[config.mk]
export PLATFORM = sky130hd
export DESIGN_NAME = exception_sequencer
export DESIGN_NICKNAME = d
export VERILOG_FILES = /design/src/core/exc_seq_pkg.sv /design/src/core/pin_sync3.sv /design/src/core/prio_pick.sv /design/src/core/exception_sequencer.sv
export VERILOG_INCLUDE_DIRS = /design/src /design/src/core
export SDC_FILE = /design/constraint.sdc
export NUM_CORES = 1
export LEC_CHECK = 0
export ABC_CLOCK_PERIOD_IN_PS = 4900
export BUFFER_PORTS_ARGS = -buffer_cell sky130_fd_sc_hd__buf_4
export CAP_MARGIN = 20
export CORE_MARGIN = 1
export CORE_UTILIZATION = 55
export CTS_BUF_LIST = sky130_fd_sc_hd__clkbuf_16
export DETAILED_ROUTE_END_ITERATION = 8
export GPL_ROUTABILITY_DRIVEN = 0
export PLACE_DENSITY = 0.9
export RECOVER_POWER = 25
export SYNTH_ARGS = -nofsm -noshare
export SYNTH_HDL_FRONTEND = slang
export SYNTH_SLANG_ARGS = --single-unit
export TNS_END_PERCENT = 50
[constraint.sdc]
create_clock -name core_clk_in -period 4.9 [get_ports core_clk_in]
set_clock_uncertainty 0.15 [all_clocks]
set_input_delay 0.49 -clock core_clk_in [delete_from_list [all_inputs] [get_ports core_clk_in]]
set_output_delay 0.49 -clock core_clk_in [all_outputs]
set_load 0.1 [all_outputs]
[src/core/exc_seq_regs.svh]
`ifndef EXC_SEQ_REGS_SVH
`define EXC_SEQ_REGS_SVH

// Register word indices on the Avalon-MM slave
`define REG_MSTATE      3'h0
`define REG_SAVED_PC    3'h1
`define REG_SAVED_MS    3'h2
`define REG_STATUS      3'h3
`define REG_RESUME      3'h4

// Machine state field positions
`define MS_EE           0
`define MS_SUP          1
`define MS_FE0          2
`define MS_FE1          3
`define MS_ME           4
`define MS_W            5

// Machine state after reset: supervisor, everything masked
`define MS_RST          5'h02

// Vector offsets
`define VEC_RESET       20'h00100
`define VEC_MCHK        20'h00200

// Default offsets for vectors not fixed here
`define VEC_FP_DFLT     20'h01000
`define VEC_EXT_DFLT    20'h01100
`define VEC_SMI_DFLT    20'h01200
`define VEC_DEC_DFLT    20'h01300

// Pin vector positions
`define PIN_SRESET      0
`define PIN_HRESET      1
`define PIN_MCHK        2
`define PIN_TEA         3
`define PIN_EXT         4
`define PIN_SMI         5
`define PIN_N           6

// Async maskable request positions, lowest index wins
`define ASY_SMI         0
`define ASY_EXT         1
`define ASY_DEC         2
`define ASY_N           3

`endif

[src/core/exc_seq_pkg.sv]
package exc_seq_pkg;

  typedef logic [31:0] pc_t;
  typedef logic [19:0] vec_t;
  typedef logic [4:0]  mstate_t;

  typedef enum logic [1:0] {
    ST_RUN,
    ST_DRAIN,
    ST_STOP
  } seq_state_e;

  typedef struct packed {
    seq_state_e  state;
    mstate_t     ms;
    pc_t         saved_pc;
    mstate_t     saved_ms;
    logic [2:0]  async_src;
    logic        redirect;
    pc_t         fetch_pc;
    logic        flush;
    logic        bus_ack;
    logic [31:0] rdata;
    logic        rst_q;
    logic        mchk_q;
  } seq_s;

endpackage

[src/core/pin_sync3.sv]
`timescale 1ns/10ps
module pin_sync3 #(
  parameter int WIDTH = 1
) (
  input  wire logic             core_clk_in,   // Core clock
  input  wire logic             sys_rst_in,    // Sync reset, high
  input  wire logic             ce_in,         // Clock enable
  input  wire logic [WIDTH-1:0] async_in,      // Raw pin levels
  output logic      [WIDTH-1:0] stable_out     // Agreed levels
);

  typedef struct packed {
    logic [WIDTH-1:0] s1;
    logic [WIDTH-1:0] s2;
    logic [WIDTH-1:0] s3;
    logic [WIDTH-1:0] stab;
  } sync_s;

  sync_s            r;
  sync_s            n;
  logic [WIDTH-1:0] next_stab;

  always_comb begin
    n      = r;
    n.s1   = async_in;
    n.s2   = r.s1;
    n.s3   = r.s2;
    n.stab = next_stab;
  end

  // Level accepted only once stages two and three agree
  for (genvar i = 0; i < WIDTH; i++) begin : g_bit
    assign next_stab[i]  = (r.s2[i] == r.s3[i]) ? r.s3[i] : r.stab[i];
    assign stable_out[i] = r.stab[i];
  end

  always_ff @(posedge core_clk_in) begin
    if (sys_rst_in) begin
      r <= '0;
    end else if (ce_in) begin
      r <= n;
    end
  end

endmodule

[src/core/prio_pick.sv]
`timescale 1ns/10ps
module prio_pick #(
  parameter int N = 3
) (
  input  wire logic [N-1:0] req_in,     // Requests
  output logic      [N-1:0] grant_out,  // One-hot, lowest index wins
  output logic              any_out     // Some request present
);

  logic [N:0] blocked;

  assign blocked[0] = 1'b0;

  for (genvar i = 0; i < N; i++) begin : g_pick
    assign grant_out[i]  = req_in[i] & ~blocked[i];
    assign blocked[i+1]  = blocked[i] | req_in[i];
  end

  assign any_out = blocked[N];

endmodule

[src/core/exception_sequencer.sv]
// The register addresses and the Avalon-MM register port are this design's own decisions.
`timescale 1ns/10ps
`include "exc_seq_regs.svh"
// Contract
// RULE_01 - Take exceptions strictly in program order
// RULE_02 - Older instructions finish before synchronous exception
// RULE_03 - Older draining exceptions serviced before younger
// RULE_04 - Async precise: drain, save next PC
// RULE_05 - One exception at a time, except resets
// RULE_06 - Save state, supervisor, fetch fixed vector
// RULE_07 - Multiple conditions presented as separate exceptions
// RULE_08 - Instruction exceptions taken precisely
// RULE_09 - Recoverable imprecise FP mode acts precise
// RULE_10 - FP mode 00: full rate, no exception
// RULE_11 - FP bit0 set: precise FP exception
// RULE_12 - FP mode 01: resume PC may pass
// RULE_13 - External interrupt pin: async maskable
// RULE_14 - System management pin: async maskable
// RULE_15 - Decrementer is async maskable too
// RULE_16 - Async waits for in-flight instructions, exceptions
// RULE_17 - Async recognized at once unless masked
// RULE_18 - Reset, machine check nonmaskable, may preempt
// RULE_19 - Soft or hard reset takes reset vector
// RULE_20 - Machine check or checkstop; enable cleared
// RULE_21 - Reset over machine check over others
// RULE_22 - Copy old machine state before altering
module exception_sequencer
  import exc_seq_pkg::*;
#(
  parameter logic [11:0]     VEC_PREFIX = 12'h000,          // Upper vector address bits
  parameter exc_seq_pkg::vec_t VEC_FP   = `VEC_FP_DFLT,     // Floating-point vector
  parameter exc_seq_pkg::vec_t VEC_EXT  = `VEC_EXT_DFLT,    // External interrupt vector
  parameter exc_seq_pkg::vec_t VEC_SMI  = `VEC_SMI_DFLT,    // Sysmgmt interrupt vector
  parameter exc_seq_pkg::vec_t VEC_DEC  = `VEC_DEC_DFLT     // Decrementer vector
) (
  input  wire logic                core_clk_in,             // Core clock
  input  wire logic                sys_rst_in,              // Sync reset, high
  input  wire logic                ce_in,                   // Clock enable
  // Completion side
  input  wire logic                head_valid_in,           // Oldest entry valid
  input  wire exc_seq_pkg::pc_t    head_pc_in,              // Oldest entry address
  input  wire logic                head_exc_in,             // Oldest entry faulted
  input  wire exc_seq_pkg::vec_t   head_exc_vec_in,         // Its vector offset
  input  wire logic                head_fp_exc_in,          // Oldest entry FP fault
  input  wire logic                fp_imprecise_exc_in,     // FP fault, imprecise mode
  input  wire logic                rob_empty_in,            // Nothing in flight
  input  wire exc_seq_pkg::pc_t    resume_pc_in,            // Next sequential address
  input  wire logic                dec_irq_in,              // Decrementer request
  // Pins
  input  wire logic                soft_reset_in,           // Soft reset pin
  input  wire logic                hard_reset_in,           // Hard reset pin
  input  wire logic                mchk_in,                 // Machine-check pin
  input  wire logic                transfer_error_ack_n_in, // Bus error pin, low
  input  wire logic                ext_irq_in,              // External interrupt pin
  input  wire logic                sysmgmt_irq_in,          // Sysmgmt interrupt pin
  // Outputs to fetch, dispatch, float unit
  output logic                     fetch_redirect_out,      // Fetch redirect pulse
  output exc_seq_pkg::pc_t         fetch_pc_out,            // Redirect target
  output logic                     flush_out,               // Exception taken pulse
  output logic                     dispatch_hold_out,       // Stop dispatch
  output logic                     fp_ignore_out,           // Float unit full rate
  output logic                     fp_serialize_out,        // Float unit precise
  output logic                     supervisor_out,          // Supervisor mode
  output logic                     checkstop_out,           // Checkstop state
  // Avalon-MM slave
  input  wire logic [2:0]          avs_address_in,          // Word index
  input  wire logic                avs_read_in,             // Read
  input  wire logic                avs_write_in,            // Write
  input  wire logic [31:0]         avs_writedata_in,        // Write data
  output logic [31:0]              avs_readdata_out,        // Read data
  output logic                     avs_waitrequest_out      // Wait request
);

  seq_s r;
  seq_s n;

  logic [`PIN_N-1:0] pins;
  logic [`ASY_N-1:0] async_req;
  logic [`ASY_N-1:0] async_grant;
  logic              async_any;
  logic              rst_lvl;
  logic              mchk_lvl;
  logic              rst_edge;
  logic              mchk_edge;
  logic              take;
  logic              take_async;
  logic              bus_req;
  logic              wr_commit;
  logic [1:0]        fp_mode;
  vec_t              vec;
  vec_t              async_vec;
  pc_t               spc;
  logic [31:0]       rd_mux;

  ////////////////////////////////////////////////////////////////////////
  // Pin synchronisers

  pin_sync3 #(
    .WIDTH (`PIN_N)
  ) u_sync (
    .core_clk_in (core_clk_in),
    .sys_rst_in  (sys_rst_in),
    .ce_in       (ce_in),
    .async_in    ({sysmgmt_irq_in, ext_irq_in, ~transfer_error_ack_n_in,
                   mchk_in, hard_reset_in, soft_reset_in}),
    .stable_out  (pins)
  );

  ////////////////////////////////////////////////////////////////////////
  // Async maskable selection

  assign async_req[`ASY_SMI] = pins[`PIN_SMI] & r.ms[`MS_EE];  // RULE_14
  assign async_req[`ASY_EXT] = pins[`PIN_EXT] & r.ms[`MS_EE];  // RULE_13
  assign async_req[`ASY_DEC] = dec_irq_in & r.ms[`MS_EE];      // RULE_15

  prio_pick #(
    .N (`ASY_N)
  ) u_pick (
    .req_in    (async_req),
    .grant_out (async_grant),
    .any_out   (async_any)
  );

  always_comb begin
    async_vec = VEC_DEC;
    if (r.async_src[`ASY_SMI]) begin
      async_vec = VEC_SMI;
    end else if (r.async_src[`ASY_EXT]) begin
      async_vec = VEC_EXT;
    end
  end

  ////////////////////////////////////////////////////////////////////////
  // Register read mux

  always_comb begin
    rd_mux = 32'h0000_0000;
    unique case (avs_address_in)
      `REG_MSTATE:   rd_mux = {27'h0, r.ms};
      `REG_SAVED_PC: rd_mux = r.saved_pc;
      `REG_SAVED_MS: rd_mux = {27'h0, r.saved_ms};
      `REG_STATUS:   rd_mux = {27'h0, r.async_src, r.state == ST_DRAIN, r.state == ST_STOP};
      default:       rd_mux = 32'h0000_0000;
    endcase
  end

  ////////////////////////////////////////////////////////////////////////
  // Next state

  assign rst_lvl    = pins[`PIN_SRESET] | pins[`PIN_HRESET];
  assign mchk_lvl   = pins[`PIN_MCHK] | pins[`PIN_TEA];
  assign rst_edge   = rst_lvl & ~r.rst_q;
  assign mchk_edge  = mchk_lvl & ~r.mchk_q;
  assign fp_mode    = {r.ms[`MS_FE1], r.ms[`MS_FE0]};
  assign bus_req    = avs_read_in | avs_write_in;
  assign wr_commit  = avs_write_in & r.bus_ack;

  always_comb begin
    n          = r;
    n.redirect = 1'b0;
    n.flush    = 1'b0;
    n.rst_q    = rst_lvl;
    n.mchk_q   = mchk_lvl;
    n.bus_ack  = bus_req & ~r.bus_ack;
    if (bus_req & ~r.bus_ack) begin
      n.rdata = rd_mux;
    end
    if (wr_commit) begin
      unique case (avs_address_in)
        `REG_MSTATE:   n.ms       = avs_writedata_in[`MS_W-1:0];
        `REG_SAVED_PC: n.saved_pc = avs_writedata_in;
        `REG_SAVED_MS: n.saved_ms = avs_writedata_in[`MS_W-1:0];
        `REG_RESUME: begin
          n.ms       = r.saved_ms;
          n.redirect = 1'b1;
          n.fetch_pc = r.saved_pc;
        end
        default: begin
        end
      endcase
    end

    take       = 1'b0;
    take_async = 1'b0;
    vec        = `VEC_RESET;
    spc        = head_pc_in;
    if (rst_edge) begin                                        // RULE_19
      take = 1'b1;                                             // RULE_21
      vec  = `VEC_RESET;                                       // RULE_18
    end else if (r.state == ST_STOP) begin
      take = 1'b0;
    end else if (mchk_edge) begin
      if (r.ms[`MS_ME]) begin                                  // RULE_20
        take = 1'b1;
        vec  = `VEC_MCHK;
      end else begin
        n.state = ST_STOP;
      end
    end else if (head_valid_in & head_exc_in) begin            // RULE_02 RULE_03
      take = 1'b1;                                             // RULE_08
      vec  = head_exc_vec_in;
    end else if (head_valid_in & head_fp_exc_in & r.ms[`MS_FE0]) begin  // RULE_11
      take = 1'b1;                                             // RULE_09
      vec  = VEC_FP;
    end else if (fp_mode == 2'b10 && fp_imprecise_exc_in) begin // RULE_12
      take = 1'b1;
      vec  = VEC_FP;
    end else if (r.state == ST_DRAIN && rob_empty_in) begin    // RULE_16
      take       = 1'b1;                                       // RULE_04
      take_async = 1'b1;
      vec        = async_vec;
      spc        = resume_pc_in;
    end else if (r.state == ST_RUN && async_any) begin         // RULE_17
      n.state     = ST_DRAIN;
      n.async_src = async_grant;
    end

    if (take) begin                                            // RULE_05
      n.saved_pc         = spc;
      n.saved_ms         = r.ms;                               // RULE_22
      n.ms[`MS_EE]       = 1'b0;
      n.ms[`MS_SUP]      = 1'b1;                               // RULE_06
      n.ms[`MS_ME]       = 1'b0;                               // RULE_20
      n.redirect         = 1'b1;
      n.fetch_pc         = {VEC_PREFIX, vec};
      n.flush            = 1'b1;                               // RULE_07
      n.state            = ST_RUN;
      n.async_src        = '0;
    end
  end

  always_ff @(posedge core_clk_in) begin
    if (sys_rst_in) begin
      r <= '{state: ST_RUN, ms: `MS_RST, default: '0};
    end else if (ce_in) begin
      r <= n;
    end
  end

  ////////////////////////////////////////////////////////////////////////
  // Outputs

  assign fetch_redirect_out  = r.redirect;
  assign fetch_pc_out        = r.fetch_pc;
  assign flush_out           = r.flush;
  assign dispatch_hold_out   = r.state != ST_RUN;              // RULE_01
  assign fp_ignore_out       = fp_mode == 2'b00;               // RULE_10
  assign fp_serialize_out    = r.ms[`MS_FE0];                  // RULE_11
  assign supervisor_out      = r.ms[`MS_SUP];
  assign checkstop_out       = r.state == ST_STOP;
  assign avs_readdata_out    = r.rdata;
  assign avs_waitrequest_out = bus_req & ~r.bus_ack;

  ////////////////////////////////////////////////////////////////////////
  // Assertions

  reset_vector_a: assert property (  // RULE_19
    @(posedge core_clk_in) disable iff (sys_rst_in)
    (ce_in && rst_edge) |=> (fetch_redirect_out && flush_out
                             && fetch_pc_out == {VEC_PREFIX, `VEC_RESET}))
    else $error("reset vector not taken");

  mchk_checkstop_a: assert property (  // RULE_20
    @(posedge core_clk_in) disable iff (sys_rst_in)
    (ce_in && mchk_edge && !rst_edge && !r.ms[`MS_ME] && r.state != ST_STOP)
      |=> (checkstop_out && !flush_out))
    else $error("machine check without enable did not checkstop");

  mchk_vector_a: assert property (  // RULE_21
    @(posedge core_clk_in) disable iff (sys_rst_in)
    (ce_in && mchk_edge && !rst_edge && r.ms[`MS_ME] && r.state != ST_STOP
     && head_valid_in && head_exc_in)
      |=> (fetch_pc_out == {VEC_PREFIX, `VEC_MCHK}))
    else $error("machine check lost priority");

  take_state_a: assert property (  // RULE_06
    @(posedge core_clk_in) disable iff (sys_rst_in)
    (ce_in && take) |=> (supervisor_out && !r.ms[`MS_ME] && !r.ms[`MS_EE]
                         && r.saved_ms == $past(r.ms)))
    else $error("machine state not saved or switched");

  precise_pc_a: assert property (  // RULE_08
    @(posedge core_clk_in) disable iff (sys_rst_in)
    (ce_in && head_valid_in && head_exc_in && !rst_edge && !mchk_edge
     && r.state != ST_STOP)
      |=> (r.saved_pc == $past(head_pc_in)
           && fetch_pc_out == {VEC_PREFIX, $past(head_exc_vec_in)}))
    else $error("instruction exception not precise");

  async_drain_a: assert property (  // RULE_16
    @(posedge core_clk_in) disable iff (sys_rst_in)
    (ce_in && r.state == ST_DRAIN && !rob_empty_in && !rst_edge && !mchk_edge
     && !head_exc_in && !head_fp_exc_in && !fp_imprecise_exc_in)
      |=> (dispatch_hold_out && !flush_out && $stable(r.async_src)))
    else $error("async taken before drain finished");

  async_mask_a: assert property (  // RULE_17
    @(posedge core_clk_in) disable iff (sys_rst_in)
    (ce_in && $rose(r.state == ST_DRAIN)) |-> $past(r.ms[`MS_EE]))
    else $error("masked async request recognized");

  async_resume_a: assert property (  // RULE_04
    @(posedge core_clk_in) disable iff (sys_rst_in)
    (ce_in && take_async) |=> (r.saved_pc == $past(resume_pc_in) && flush_out
                               && dispatch_hold_out == 1'b0))
    else $error("async resume address wrong");

  fp_ignore_a: assert property (  // RULE_10
    @(posedge core_clk_in) disable iff (sys_rst_in)
    (ce_in && fp_mode == 2'b00 && head_valid_in && head_fp_exc_in && !head_exc_in
     && !rst_edge && !mchk_edge && r.state == ST_RUN && !async_any)
      |=> !flush_out)
    else $error("ignore mode raised an FP exception");

  bus_wait_a: assert property (
    @(posedge core_clk_in) disable iff (sys_rst_in)
    (ce_in && $rose(bus_req)) |-> (avs_waitrequest_out ##1 !avs_waitrequest_out))
    else $error("waitrequest timing wrong");

  read_data_a: assert property (
    @(posedge core_clk_in) disable iff (sys_rst_in)
    (avs_read_in && !avs_waitrequest_out) |-> (avs_readdata_out == $past(rd_mux)))
    else $error("read data not from addressed register");

  imprecise_fp_a: assert property (  // RULE_12
    @(posedge core_clk_in) disable iff (sys_rst_in)
    (ce_in && fp_mode == 2'b10 && fp_imprecise_exc_in && !rst_edge && !mchk_edge
     && r.state != ST_STOP && !(head_valid_in && head_exc_in))
      |=> (flush_out && fetch_pc_out == {VEC_PREFIX, VEC_FP}))
    else $error("imprecise fp exception not taken");

  stop_hold_a: assert property (  // RULE_18
    @(posedge core_clk_in) disable iff (sys_rst_in)
    (ce_in && checkstop_out && !rst_edge) |=> (checkstop_out && !flush_out))
    else $error("checkstop left without reset");

  async_recog_a: assert property (  // RULE_13 RULE_14
    @(posedge core_clk_in) disable iff (sys_rst_in)
    (ce_in && r.state == ST_RUN && (pins[`PIN_EXT] || pins[`PIN_SMI]) && r.ms[`MS_EE]
     && !take) |=> dispatch_hold_out)
    else $error("unmasked interrupt not recognized");

endmodule

Word level (Yosys, flattened, before mapping)

Index checks and enable logic that the tools add are counted.

Equal/unequal tests: 25
Multiplexer cells: 51
Bitwise logic cells: 23
Reductions and logical operators: 29

Operators by type and width:

| cell                 | count |
|---|---|
| $mux W32             | 8 |
| $mux W20             | 7 |
| $pmux W32 S4         | 1 |
| $mux W76             | 1 |
| $mux W33             | 2 |
| $mux W42             | 1 |
| $mux W10             | 3 |
| $mux W3              | 9 |
| $mux W2              | 9 |
| $reduce_and A9 Y1    | 2 |
| $reduce_and A3 Y1    | 5 |
| $reduce_and A2 Y1    | 7 |
| $reduce_bool A2 Y1   | 7 |
| $and A1 B1 Y1        | 12 |
| $ne A3 B3 Y1 const B | 4 |
| $pmux W5 S2          | 1 |
| $mux W1              | 8 |
| $ne A2 B2 Y1 const B | 4 |
| $eq A1 B1 Y1         | 6 |
| $eq A3 B2 Y1 const B | 2 |
| $ne A2 B1 Y1 const B | 3 |
| $not A1 Y1           | 6 |
| $reduce_bool A3 Y1   | 2 |
| $mux W5              | 1 |
| 9 further kinds      | 17 |

Register bits: 140

Logic depth before layout (Yosys ltp)

Depth in word-level cells: 13
Gate-level depth with buffers: 8
Gate-level depth less buffers: 5

Cells and area by module

A second synthesis with hierarchy kept.

Cell total of the unflattened synthesis: 797
Area, all modules: 7216.9 um^2

By module, submodules not included:

| module              | times used | cells an instance | area each (um^2) | sequential area each (um^2) |
|---|---|---|---|---|
| exception_sequencer | 1          | 691               | 6095.8           | 2322.2 |
| pin_sync3           | 1          | 102               | 1093.5           | 480.5 |
| prio_pick           | 1          | 4                 | 27.5             | 0.0 |

Worst setup path after synthesis

Ideal clock, no wire load.

Path type: reg2out
Start: register r, in the netlist fp_serialize_out
End: output port fp_ignore_out
Data arrival time: 2.115 ns
Required time: 4.260 ns
Setup slack: 2.145 ns
Cell stages (with the launch flop): 2
Path through: dfxtp_1 nor2_1

Cells in the longest elaborated chain, start to end: 1

Ends and longest elaborated chain:

| item                   | line                       | text |
|---|---|---|
| from (decl)            | exception_sequencer.sv:74  | `seq_s r;` |
| from (signal assigned) | exception_sequencer.sv:236 | `r <= n;` |
| $logic_not A2 Y1       | exception_sequencer.sv:247 | `assign fp_ignore_out = fp_mode == 2'b00;` |
| to (decl)              | exception_sequencer.sv:61  | `output logic fp_ignore_out,` |

Every way passes these cells.

==> impl_results.md <==
- Clock-pin slew on the worst setup and hold paths: 50 ps
- Detailed-route DRC error count: 0
- Status: complete, but fails checks
- Worst R2R Path Depth: 5
- Vias in the first global route: 6490
- Min-delay src: transfer_error_ack_n_in
- Worst VDD drop: 0.257 mV
- Peak Freq: 0.265 GHz
- First-pass GRT wire length: 33.2 mm
- H-Tree Depth: 4
- Most frequent cell after synthesis: dfxtp_1
- N_diodes: 0
- Final wirelength: 22.1 mm
- Layout cells sized above 1: 24.6%
- Layout Cells excl Fill: 1129
- CTS tree: done
- Initial antenna violation count: 0
- Worst hold slack: 113 ps
- Max Slew Vio Count: 81
- Post-synth EDFFs: 0
- Yosys reg bits: 140
- Post-CTS resize count: 0
- Min Tclk post-route: 3780 ps
- Setup Crit Path Kind: input port to flip-flop
- Port bufs: 207
- R2R setup slack: 1680 ps
- Crit. End Element: flip-flop
- Critical path launch point type: input port
- CTS Root Buffer Type: clkbuf_16
- Post-layout util: 68.4%
- Power Density: 327 nW/um^2
- Library cells used by synthesis: 57
- Global-route usage over all layers: 33.0%
- TritonRoute pass-1 iters: 5
- Worst R2R End: r[75]
- Cell Area, Synth: 7070 um^2
- Die Area: 13300 um^2
- Post-CTS setup buffers: 0
- Register area share after synthesis: 39.7%
- Yosys warnings: 0
- GR Overflow Total: 0
- TNS Setup: 0 ps
- Die width: 115 um
- Nets: 1081
- CP max FO: 80
- Core Area: 12600 um^2
- Routed via count: 7101
- Top_reg_cell synth: dfxtp_1
- Worst min path class: input port to flip-flop
- Rows: 41
- Vias per inst: 6.29
- Largest net degree at the start of global routing: 81
- Failing checks: max-capacitance violations, max-slew violations
- Post-route ant nets: 0
- DIE HEIGHT: 115 um
- Clk Latency, worst-skew pair: 420 ps
- Final Hold Viols: 0
- Io pins: 208
- Cts bufs inserted: 17
- Hold-fix buffers, CTS: 0
- Top-area cell type share of the netlist area: 39.7%
- Asr flop ratio synth: 0%
- Worst Path Required: 5050 ps
- Hold EP: u_sync.n[15]
- Worst slew pin tran: 3630 ps
- Clock sink count: 140
- Max cap viols: 1
- Syn avg cell area: 8.36 um^2
- Initial Utilization: 56.2%
- RSZ-0062 raised after global routing: no
- Hpwl dp: 14.8 mm
- Hold Path Stages: 2
- R2r startpoint: u_sync.stable_out[2]
- CTS Buffer Depth: 2
- Top post-synthesis cells by count: dfxtp_1, nand2_1, nand3_1
- Largest cells by area after synthesis: dfxtp_1, buf_4, nand3_1
- DR WL/cell: 19.6 um
- Final setup fails: 0
- Slew headroom: -142%
- Area Overhead vs Synth: 21.6%
- Largest area contributor in the netlist: dfxtp_1
- Syn Nets: 981
- DRT iter0 DRCs: 770
- Final period util: 77.1%
- Worst EP arrival: 3930 ps
- Lkg Pwr: 3.43 nW
- Total Power Consumption: 2.81 mW
- Mapped Cells: 845
- Placed cell count: 1095
## per-stage QoR
step           area, um^2  setup slack (ps)
2_1_floorplan        7070              2140
3_3_place_gp         8110              1840
3_5_place_dp         8110              1670
4_1_cts              8660              1700
5_1_grt              8590               954
6_report             8590              1120
## state kept, by name (all words and copies together) (netlist names)
register            count
avs_readdata_out       32
fetch_pc_out           32
fetch_redirect_out      1
flush_out               1
fp_mode                 1
fp_serialize_out        1
r                      47
supervisor_out          1
u_sync.n               12
u_sync.r                6
u_sync.stable_out       6
## cells by family (layout without fill, tap and decap cells)
group	after synthesis	count (layout)	share of synthesized area [%]
simple gates	280	280	18.5
compound gates	246	246	24.7
buf+inv	151	263	12.3
flops	140	140	39.7
mux	28	28	4.89
## layout by cell type, fill, tap and decap left out, types with 7 or more instances in the layout
cell type and count:
clkbuf_1 35, a32o_1 31, and2_1 9, buf_4 184
nand2b_1 7, a32oi_1 18, a211oi_1 26, inv_1 15
nand3_1 95, a22o_1 11, nand2_1 102, mux2i_1 21
a31oi_1 24, nor2_1 41, a21oi_1 50, clkbuf_16 17
o21ai_0 47, dfxtp_1 140
## final cells by class
| class | instances | area [um^2] |
|---|---|---|
| Clock inverter | 14 | 118 |
| Sequential cell | 140 | 2800 |
| Timing Repair Buffer | 222 | 1580 |
| Clock buffer | 17 | 425 |
| Fill cell | 1051 | 3980 |
| Inverter | 10 | 37.5 |
| Tap cell | 172 | 215 |
| Multi-Input combinational cell | 554 | 3410 |
## report_power, final
group | internal, mW | switching [mW] | total, mW | leakage (nW)
Combinational | 0.152 | 0.253 | 0.405 | 2.01
Clock | 0.729 | 0.459 | 1.19 | 0.287
Sequential | 1.18 | 0.0348 | 1.21 | 1.14
## worst max-delay path: stages
cell      delay [ps]
buf_4            290
clkbuf_1        2600
nor2_1           140
mux2_2           400
## worst max path at each step
stage                                     from          endpoint  slack [ps]  cells past startpoint
after detailed placement  u_sync.stable_out[0]  fetch_pc_out[18]        1670                      5
final                               sys_rst_in            r[115]        1120                      4
after global placement    u_sync.stable_out[0]   fetch_pc_out[8]        1840                      5
after global routing                     ce_in   fetch_pc_out[9]         950                      4
after floorplan               fp_serialize_out     fp_ignore_out        2140                      1
after CTS                 u_sync.stable_out[0]  fetch_pc_out[15]        1700                      5
## layer usage
metal	vias up	share of wire (%)	global-route usage, %	wire (um)
li1	3220	-	-	-
met1	3357	39	39.2	8530
met2	455	48	53.5	10500
met3	69	10	9.17	2200
met4	0	3.8	19.6	846
met5	-	0	0	0
No activity file was read; power rests on OpenSTA's default activity.
